[src/core/dsda_pkg.sv]
// shared constants and types for the sync delay alignment block
package dsda_pkg;
	localparam int                NUM_CH        = 4;
	localparam int                DELAY_W       = 8;
	localparam int                DELAY_MAX     = 256;
	localparam logic [DELAY_W-1:0] DELAY_RESET  = 8'h05;
	localparam int                HOLD_MAX      = 16;
	localparam int                DATA_W        = 16;
	localparam int                FIFO_DEPTH    = 16;
	localparam int                FINE_W        = 4;
	localparam int                CLK_HZ        = 25_000_000;

	typedef struct packed {
		logic [DATA_W-1:0] i_smp;
		logic [DATA_W-1:0] q_smp;
	} dsda_iq_t;

	typedef struct packed {
		logic [DELAY_W-1:0] delay;
		logic               neg_pol;
	} dsda_chcfg_t;
endpackage : dsda_pkg

[src/core/dsda_delay.sv]
// sync delay counter: releases the second sync a programmed count later
`timescale 1ns/1ps
module dsda_delay #(
	parameter int DW = 8
) (
	// clock and reset
	input  wire logic          clock,
	input  wire logic          rst_b,
	// control
	input  wire logic          start,
	input  wire logic [DW-1:0] delay,
	// result
	output      logic          fire
);
	typedef enum logic {DSDA_IDLE, DSDA_COUNT} dsda_dstate_t;
	dsda_dstate_t  st_reg, st_next;
	logic [DW-1:0] cnt_reg, cnt_next;
	logic          fire_reg, fire_next;

	assign fire = fire_reg;

	always_comb begin
		st_next   = st_reg;
		cnt_next  = cnt_reg;
		fire_next = 1'b0;
		unique case (st_reg)
			DSDA_IDLE: begin
				if (start && delay == '0) begin
					fire_next = 1'b1;
				end else if (start) begin
					st_next  = DSDA_COUNT;
					cnt_next = DW'(1);
				end
			end
			DSDA_COUNT: begin
				if (cnt_reg == delay) begin
					fire_next = 1'b1;
					st_next   = DSDA_IDLE;
				end else begin
					cnt_next = cnt_reg + 1'b1;
				end
			end
		endcase
	end

	always_ff @(posedge clock) begin
		if (!rst_b) begin
			st_reg   <= DSDA_IDLE;
			cnt_reg  <= '0;
			fire_reg <= 1'b0;
		end else begin
			st_reg   <= st_next;
			cnt_reg  <= cnt_next;
			fire_reg <= fire_next;
		end
	end
endmodule : dsda_delay

[src/core/dsda_fifo.sv]
// parameterised valid/ready fifo for the aligned sample stream
`timescale 1ns/1ps
module dsda_fifo #(
	parameter int WIDTH = 32,
	parameter int DEPTH = 16
) (
	// clock and reset
	input  wire logic             clock,
	input  wire logic             rst_b,
	// fill side
	input  wire logic             in_valid,
	output      logic             in_ready,
	input  wire logic [WIDTH-1:0] in_data,
	// drain side
	output      logic             out_valid,
	input  wire logic             out_ready,
	output      logic [WIDTH-1:0] out_data
);
	localparam int AW = $clog2(DEPTH);
	if (DEPTH < 2 || (1 << AW) != DEPTH) begin : g_bad_depth
		$error("fifo depth must be a power of two");
	end

	logic [WIDTH-1:0] mem [DEPTH];
	logic [AW:0]      wr_reg, wr_next, rd_reg, rd_next;
	logic             push, pop;

	assign in_ready  = (wr_reg - rd_reg) != (AW+1)'(DEPTH);
	assign out_valid = wr_reg != rd_reg;
	assign out_data  = mem[rd_reg[AW-1:0]];
	assign push      = in_valid && in_ready;
	assign pop       = out_valid && out_ready;

	always_comb begin
		wr_next = push ? wr_reg + 1'b1 : wr_reg;
		rd_next = pop ? rd_reg + 1'b1 : rd_reg;
	end

	always_ff @(posedge clock) begin
		if (!rst_b) begin
			wr_reg <= '0;
			rd_reg <= '0;
		end else begin
			wr_reg <= wr_next;
			rd_reg <= rd_next;
		end
	end

	always_ff @(posedge clock) begin
		if (push)
			mem[wr_reg[AW-1:0]] <= in_data;
	end
endmodule : dsda_fifo

[src/core/dsda_top.sv]
// top: per-channel sync delay, channel 1/2 recapture and channel 3/4 fine delay
`timescale 1ns/1ps
module dsda_top #(
	parameter int DATA_W     = dsda_pkg::DATA_W,
	parameter int FIFO_DEPTH = dsda_pkg::FIFO_DEPTH
) (
	// clock and reset
	input  wire logic                        clock,
	input  wire logic                        rst_b,
	// per-channel configuration
	input  wire dsda_pkg::dsda_chcfg_t [3:0] ch_cfg,
	input  wire logic [3:0]                  sync_req,
	input  wire logic [dsda_pkg::FINE_W-1:0] fine_delay_34,
	// sync outputs toward the channel sync inputs
	output      logic [3:0]                  ddc_channel_sync_input,
	output      logic [3:0]                  duc_channel_sync_input,
	// divided clocks and data from the down-converter, channels 1/2
	input  wire logic [1:0]                  ddc_div_clk,
	input  wire dsda_pkg::dsda_iq_t [1:0]    ddc_data_12,
	// channel 3/4 data passing toward the up-converter
	input  wire dsda_pkg::dsda_iq_t [1:0]    ddc_data_34,
	// aligned stream toward the up-converter
	output      logic [1:0]                  duc_valid,
	input  wire logic [1:0]                  duc_ready,
	output      dsda_pkg::dsda_iq_t [1:0]    duc_data_12,
	output      dsda_pkg::dsda_iq_t [1:0]    duc_data_34,
	// status
	output      logic [3:0]                  sync_busy,
	output      logic [1:0]                  fifo_overrun
);
	localparam int W = 2 * DATA_W;
	if (DATA_W != dsda_pkg::DATA_W) begin : g_bad_width
		$error("data width must match the package sample type");
	end
	if ((1 << dsda_pkg::DELAY_W) != dsda_pkg::DELAY_MAX) begin : g_bad_delay
		$error("delay width cannot reach the full delay range");
	end

	logic [3:0] fire;
	logic [3:0] ddc_sync_reg, ddc_sync_next;
	logic [3:0] duc_sync_reg, duc_sync_next;
	logic [3:0] busy_reg, busy_next;

	// one delay counter per channel, each with its own setting
	genvar g;
	generate
		for (g = 0; g < dsda_pkg::NUM_CH; g++) begin : g_dly
			dsda_delay #(.DW(dsda_pkg::DELAY_W)) u_dly (
				.clock (clock),
				.rst_b (rst_b),
				.start (sync_req[g] && !busy_reg[g]),
				.delay (ch_cfg[g].delay),
				.fire  (fire[g])
			);
		end
	endgenerate

	// sync pulses; a new request is ignored while a delay is running
	always_comb begin
		ddc_sync_next = sync_req & ~busy_reg;
		duc_sync_next = fire;
		busy_next     = (busy_reg | ddc_sync_next) & ~fire;
	end

	always_ff @(posedge clock) begin
		if (!rst_b) begin
			ddc_sync_reg <= '0;
			duc_sync_reg <= '0;
			busy_reg     <= '0;
		end else begin
			ddc_sync_reg <= ddc_sync_next;
			duc_sync_reg <= duc_sync_next;
			busy_reg     <= busy_next;
		end
	end

	assign ddc_channel_sync_input = ddc_sync_reg;
	assign duc_channel_sync_input = duc_sync_reg;
	assign sync_busy              = busy_reg;

	// channels 1/2: divided clock is sampled on the fast clock, so only
	// whole divided cycles (plus the polarity half step) can be chosen
	logic [1:0] div_d_reg, div_d_next;
	logic [1:0] cap_stb;
	logic [1:0] ovr_reg, ovr_next;
	logic [1:0] f_in_ready;
	logic [1:0] f_has;
	dsda_pkg::dsda_iq_t [1:0] f_out;

	always_comb begin
		div_d_next = ddc_div_clk;
		for (int c = 0; c < 2; c++) begin
			// rising edge for positive polarity, falling for negative
			cap_stb[c] = ch_cfg[c].neg_pol ?
				(div_d_reg[c] && !ddc_div_clk[c]) :
				(!div_d_reg[c] && ddc_div_clk[c]);
		end
		ovr_next = ovr_reg | (cap_stb & ~f_in_ready);
	end

	always_ff @(posedge clock) begin
		if (!rst_b) begin
			div_d_reg <= '0;
			ovr_reg   <= '0;
		end else begin
			div_d_reg <= div_d_next;
			ovr_reg   <= ovr_next;
		end
	end

	assign fifo_overrun = ovr_reg;

	generate
		for (g = 0; g < 2; g++) begin : g_fifo
			dsda_fifo #(.WIDTH(W), .DEPTH(FIFO_DEPTH)) u_fifo (
				.clock     (clock),
				.rst_b     (rst_b),
				.in_valid  (cap_stb[g]),
				.in_ready  (f_in_ready[g]),
				.in_data   (ddc_data_12[g]),
				.out_valid (f_has[g]),
				.out_ready (duc_ready[g] || !duc_valid[g]),
				.out_data  (f_out[g])
			);
		end
	endgenerate

	// registered output stage keeps ports on flip-flops
	logic [1:0]               ov_reg, ov_next;
	dsda_pkg::dsda_iq_t [1:0] od_reg, od_next;

	always_comb begin
		ov_next = ov_reg;
		od_next = od_reg;
		for (int c = 0; c < 2; c++) begin
			if (duc_ready[c] || !ov_reg[c]) begin
				ov_next[c] = f_has[c];
				od_next[c] = f_out[c];
			end
		end
	end

	always_ff @(posedge clock) begin
		if (!rst_b) begin
			ov_reg <= '0;
			od_reg <= '0;
		end else begin
			ov_reg <= ov_next;
			od_reg <= od_next;
		end
	end

	assign duc_valid   = ov_reg;
	assign duc_data_12 = od_reg;

	// channels 3/4: fast-clock delay line, one cycle per step
	localparam int FD = 1 << dsda_pkg::FINE_W;
	dsda_pkg::dsda_iq_t [1:0] line_reg [FD];
	dsda_pkg::dsda_iq_t [1:0] line_next [FD];
	dsda_pkg::dsda_iq_t [1:0] o34_reg, o34_next;

	always_comb begin
		line_next[0] = ddc_data_34;
		for (int k = 1; k < FD; k++)
			line_next[k] = line_reg[k-1];
		o34_next = line_reg[fine_delay_34];
	end

	always_ff @(posedge clock) begin
		if (!rst_b) begin
			for (int k = 0; k < FD; k++)
				line_reg[k] <= '0;
			o34_reg <= '0;
		end else begin
			line_reg <= line_next;
			o34_reg  <= o34_next;
		end
	end

	assign duc_data_34 = o34_reg;
endmodule : dsda_top

[config.mk]
export PLATFORM = sky130hd
export DESIGN_NAME = dsda_top
export DESIGN_NICKNAME = d
export VERILOG_FILES = /design/src/core/dsda_pkg.sv /design/src/core/dsda_delay.sv /design/src/core/dsda_fifo.sv /design/src/core/dsda_top.sv
export SDC_FILE = /design/constraint.sdc
export NUM_CORES = 2
export LEC_CHECK = 0
export ABC_CLOCK_PERIOD_IN_PS = 10300
export BUFFER_PORTS_ARGS = -buffer_cell sky130_fd_sc_hd__buf_2
export CAP_MARGIN = 20
export CELL_PAD_IN_SITES_DETAIL_PLACEMENT = 0
export CELL_PAD_IN_SITES_GLOBAL_PLACEMENT = 1
export CORE_ASPECT_RATIO = 0.5
export CORE_MARGIN = 5
export CORE_UTILIZATION = 35
export CTS_CLUSTER_DIAMETER = 40
export DETAILED_ROUTE_END_ITERATION = 12
export HOLD_SLACK_MARGIN = 0.02
export PLACE_DENSITY = 0.58
export SKIP_LAST_GASP = 1
export SLEW_MARGIN = 20
export SYNTH_ARGS = -nofsm -noshare
export SYNTH_HDL_FRONTEND = slang
export SYNTH_SLANG_ARGS = --single-unit
[constraint.sdc]
create_clock -name clock -period 10.3 [get_ports clock]
set_input_delay 3.09 -clock clock [delete_from_list [all_inputs] [get_ports clock]]
set_output_delay 3.09 -clock clock [all_outputs]
set_load 0.05 [all_outputs]
======== Word-level counts from Yosys, hierarchy flattened ========
Memory sizes are Yosys's and may differ from the RTL's. A register that Yosys moved wholly into a read port is not among the register bits.
Index checks and enable logic that the tools add are counted.
word-level totals
  register bits after elaboration ......... 1,166
  latch bits .............................. 0
  RAM bits ................................ 1,024
  bits in read-only memories .............. 0
  input bits .............................. 178
  output and inout bits ................... 144
  logic and storage cells ................. 228
  memories ................................ 2
memory list
  memory                depth  bits a word  rd ports  clocked after memory_dff  write ports  RTL line         text
  g_fifo[0].u_fifo.mem  16     32           1         1                         1            dsda_fifo.sv:24  logic [WIDTH-1:0] mem [DEPTH];
  g_fifo[1].u_fifo.mem  16     32           1         1                         1            dsda_fifo.sv:24
operators by class
  add/sub/neg operators ................... 10
  multiply operators ...................... 0
  div/mod/pow operators ................... 0
  order comparisons ....................... 1
  equality and inequality tests ........... 20
  shift operators ......................... 0
  multiplexer cells ....................... 53
  bitwise logic cells ..................... 13
  reduce and logical (&&, ||, !) cells .... 38
operator list
  operator             count
  $bmux 64 s4          1
  $mux 64              2
  $mux 8               12
  $pmux 8 s2           4
  $add 8x1->8 const B  4
  $eq 8x8->1           4
  $logic_not 8->1      4
  $mux 1               26
  $add 5x1->5 const B  4
  $logic_and 1x1->1    16
  $ne 2x2->1 const B   8
  $pmux 1 s2           8
  $logic_not 1->1      12
  $reduce_and 3->1     4
  $ne 5x5->1           2
  $ne 5x5->1 const B   2
  $sub 5x5->5          2
  $and 4x4->4          2
  $ne 2x1->1 const B   4
  $not 4->4            2
  $ge 5x5->1 const B   1
  $not 4->5            1
  $not 1->1            4
  $or 4x4->4           1
  other kinds (4)      5

======== Depth between registers and ports, before layout ========
  depth after elaboration ................. 6
  mapped depth ............................ 12
  mapped depth without buffers ............ 8

======== Modules after synthesis ========
Synthesis repeated with hierarchy kept, for this count alone.
second synthesis, totals
  cells, all modules ...................... 5,488
  area, all modules ....................... 82,614.2 sq um
by module, submodules not included
  module      times used  cells each  area each (sq um)  seq. area each (sq um)
  dsda_top    1           3,594       40,221.1           23,422.5
  dsda_fifo   2           811         20,002.9           15,655.0
  dsda_delay  4           68          596.8              200.2

======== Worst setup path after synthesis ========
No wires, ideal clock.
  kind .................................... in2reg
  start ................................... input ch_cfg[0] (netlist name)
  end ..................................... memory g_fifo[0].u_fifo.mem[15][0] (enable)
  arrival time ............................ 6.838 ns
  setup slack ............................. 2.943 ns
  stages on the path ...................... 3
  buffers on the path ..................... 0
  cell sequence ........................... nor2_1 > a21oi_1 > nor4b_1
on the way
  word-level cells in the longest chain between the ends .. 4
RTL lines
  what                          RTL line         text
  start, declared               dsda_top.sv:11   input wire dsda_pkg::dsda_chcfg_t [3:0] ch_cfg,
  $mux 1                        dsda_top.sv:94   cap_stb[c] = ch_cfg[c].neg_pol ?
  $logic_and 1x1->1             dsda_fifo.sv:31  assign push = in_valid && in_ready;
  $mux 1                        dsda_fifo.sv:50  if (push)
  $mux 1 (not written as such)  dsda_fifo.sv:51  mem[wr_reg[AW-1:0]] <= in_data;
  end, declared                 dsda_fifo.sv:24
Every way passes these cells.

======== Final worst setup path ========
  start ................................... input fine_delay_34[0] (netlist name)
  end ..................................... register o34_reg (netlist bit duc_data_34[1])
on the way
  word-level cells in the longest chain between the ends .. 4
RTL lines
  what                                         RTL line         text
  start, declared                              dsda_top.sv:13   input wire logic [dsda_pkg::FINE_W-1:0] fine_delay_34,
  $not 4->5 (not written as such)              dsda_top.sv:166  o34_next = line_reg[fine_delay_34];
  $bmux 64 s4                                  dsda_top.sv:166
  $mux 64 (not written as such) (2 in series)  dsda_top.sv:166
  end signal, assigned                         dsda_top.sv:176  o34_reg <= o34_next;
  end, declared                                dsda_top.sv:160  dsda_pkg::dsda_iq_t [1:0] o34_reg, o34_next;
Every way passes these cells. The select of a mux whose other input is x is not followed.
A chain may end at the register's enable or synchronous reset.

==> results.json <==
{
  "grt_antenna_before_repair": 28,
  "via_count": 40640,
  "finalHoldViolations": 0,
  "ys_seq_area_frac": 0.6799,
  "setup-violations-final": 0,
  "drt-total-wl_um": 176700,
  "fp-row-count": 125,
  "holdPathEnd": "sync_busy[1]",
  "hp-class": "reg -> reg",
  "reg2reg_depth": 9,
  "fin_tns_setup_ns": 0,
  "die_w_um": 692.2,
  "r2r-end": "g_fifo[1].u_fifo.mem[1][22]",
  "cp.required_ns": 11.02,
  "finClkSkew_ns": 0.05465,
  "dr.pass1.iters": 5,
  "syn_nets": 5073,
  "power_frac_seq": 0.485,
  "synth_edf_count": 1024,
  "power_density_mw_per_mm2": 214.8,
  "critical_path_class": "in -> reg",
  "worst_slew_pin_slew_ns": 1.094,
  "postCtsHoldBufs": 0,
  "cp-end-kind": "flip-flop",
  "rsz0062_at_grt": "no",
  "drt_iter0_drc": 2965,
  "dp_hpwl_um": 94760,
  "worstPathArrival_ns": 5.86,
  "syn_area_mm2": 0.08144,
  "grt_pass1_vias": 43710,
  "cts_setup_buffers": 0,
  "die-area_mm2": 0.2430,
  "fmax_mhz": 194.4,
  "pwr-share-comb": 0.113,
  "outcome": "completed",
  "postRouteAntennaNets": 0,
  "cts-htree-levels": 4,
  "vdd_drop_max_mv": 0.1481,
  "synth_top_flop_cell": "dfxtp_1",
  "routed-wl-met3_um": 7359,
  "drive_gt1_frac": 0.2612,
  "placed_cell_area_mm2": 0.08625,
  "period_needed_ns": 5.143,
  "drc": 0,
  "rrSetupSlack_ns": 5.73,
  "grt_start_max_net_pins": 302,
  "power_switching_mw": 4.920,
  "wl_met2_um": 86580,
  "grt_pass1_wl_um": 271800,
  "pwr-share-clk": 0.402,
  "die_h_um": 351.1,
  "routabilityCongestion": 0.7215,
  "ys_ff_latch": 2254,
  "core_region_area_mm2": 0.2318,
  "top_layer": "met5",
  "m1WireLength_um": 78470,
  "setup_slack_ns": 5.157,
  "cts_resized": 0,
  "start_util": 0.3514,
  "avgSynthCellArea_um2": 16.71,
  "clockBufferDepth": 4,
  "min_period_over_period": 0.4993,
  "min-delay-start": "g_dly[1].u_dly.fire",
  "crit_fanout": 60,
  "numCtsBuffers": 218,
  "ios": 322,
  "leakagePower_nw": 33.23,
  "cts.clk_slew.worst_paths_ns": 0.06,
  "post-place-ws_ns": 4.183,
  "cts_tree": "built",
  "fin_area_mm2": 0.09348,
  "drv_slew": 0,
  "clock_latency_ns": 0.84,
  "syn_inst": 4873,
  "yosysWarnings": 0,
  "area.growth.synth_to_final_pct": 14.78,
  "p_int_mw": 15.16,
  "ys_types": 50,
  "groute.usage.overall": 0.1449,
  "viasPerCell": 4.796,
  "cts.sink_count": 2254,
  "largest_reg_flops": 1024,
  "hold_path_depth": 1,
  "reg2reg_from": "g_fifo[1].u_fifo.rd_reg[1]",
  "p_sw_frac": 0.2450,
  "max-slew-margin-rel": 0.2696,
  "cts_root_buf": "clkbuf_16",
  "wl_per_cell_um": 20.86,
  "ys_async_sr_fraction": 0,
  "max_cap_viol_count": 0,
  "startpoint_type": "primary input",
  "portBuffers": 319,
  "grt_overflow": 0,
  "fin_nets": 5381
}
-- worst max-delay path by stage --
stage,start,to,slack [ns],depth (start not counted)
2_1_floorplan,ch_cfg[0],g_fifo[0].u_fifo.mem[15][0],2.94,3
3_3_place_gp,fine_delay_34[0],duc_data_34[2],4.16,5
3_5_place_dp,fine_delay_34[0],duc_data_34[2],4.18,5
4_1_cts,fine_delay_34[0],duc_data_34[1],5.12,5
5_1_grt,fine_delay_34[0],duc_data_34[1],4.93,5
6_report,fine_delay_34[0],duc_data_34[1],5.16,5
-- per-stage QoR --
stage / utilization / hold slack (ns) / power, mW / std cells
after floorplan: - / 0.3917 / 11.63 / 4873
after global placement: 0.3721 / 0.4009 / 12.25 / 8072
after detailed placement: 0.3721 / 0.4083 / 12.27 / 8072
after CTS: 0.4032 / 0.4130 / 20.43 / 8464
after global routing: 0.4033 / 0.4297 / 20.96 / 8471
final: 0.4033 / 0.4133 / 20.08 / 8473
-- area by class of cell --
cell class | count | area (um^2)
tap | 3111 | 3892
multi-input combinational | 2243 | 24470
timing repair buffer | 382 | 2196
sequential | 2254 | 55390
fill | 21040 | 138300
clock inverter | 105 | 1162
clock buffer | 287 | 6038
inverter | 82 | 309.0
antenna | 9 | 22.52
-- critical path: stages --
cell	delay (ns)
buf_8	0.53
buf_4	0.80
mux4_1	0.64
mux4_2	0.47
and2_1	0.16
-- layer usage --
metal  GRT usage  up-vias
li1            -    18500
met1      0.1934    21150
met2      0.2453      685
met3     0.02528      292
met4     0.03859        6
met5           0        -
-- cell usage in the layout (no fill, tap or decap), drive strengths merged, types with 4 or more instances in the layout --
cell type,instances
nor2b,9
ha,22
and4b,4
clkbuf,287
nor3b,4
xor2,32
nor2,63
o21ai,72
a21oi,27
nand2,90
and2,1097
nor3,12
nand4,11
o2111ai,6
bufinv,17
and3,36
a21boi,5
edfxtp,1024
clkinv,61
mux2i,9
a211oi,4
nand2b,8
diode,9
buf,382
nand3,12
or4,11
xnor2,35
dfxtp,1230
inv,99
clkinvlp,10
mux4,640
nor4,4
-- cells by family (layout without fill, tap and decap cells) --
kind of cell	count (synthesis)	count (layout)	synth area share
flip-flops	2254	2254	0.6799
AND/OR/NAND/NOR	1372	1372	0.1010
multiplexers	649	649	0.1787
other	0	9	0
AO/OA/AOI/OAI	133	133	0.009433
buffers and inverters	376	856	0.02043
adder cells (fa/ha/maj)	22	22	0.003380
XOR/XNOR	67	67	0.007205
-- synth_stat cells, types with 11 or more instances --
cell / n / area [um^2]
o21ai_1: 64 / 320.3
buf_6: 25 / 281.5
buf_2: 33 / 165.2
nor3_1: 12 / 60.06
inv_1: 80 / 300.3
ha_1: 22 / 275.3
nor2_1: 63 / 236.5
dfxtp_1: 1230 / 24620
buf_1: 32 / 120.1
nand3_1: 12 / 60.06
nand2_1: 90 / 337.8
a21oi_1: 27 / 135.1
mux4_2: 627 / 14120
xnor2_1: 35 / 306.5
and3_1: 36 / 225.2
clkbuf_1: 201 / 754.5
nand4_1: 11 / 68.82
edfxtp_1: 1024 / 30750
and2_1: 1097 / 6863
or4_1: 11 / 82.58
xor2_1: 32 / 280.3
mux4_1: 12 / 315.3
-- power groups by stage --
stage | logic [mW] | clock network (mW) | registers, mW
finish | 2.27 | 8.06 | 9.75
global route | 2.45 | 8.73 | 9.77
CTS | 2.32 | 8.35 | 9.76
detailed placement | 2.32 | 0 | 9.96
global placement | 2.30 | 0 | 9.95
floorplan | 1.51 | 0 | 10.1
Note: power is estimated with default switching activity, not from simulation.
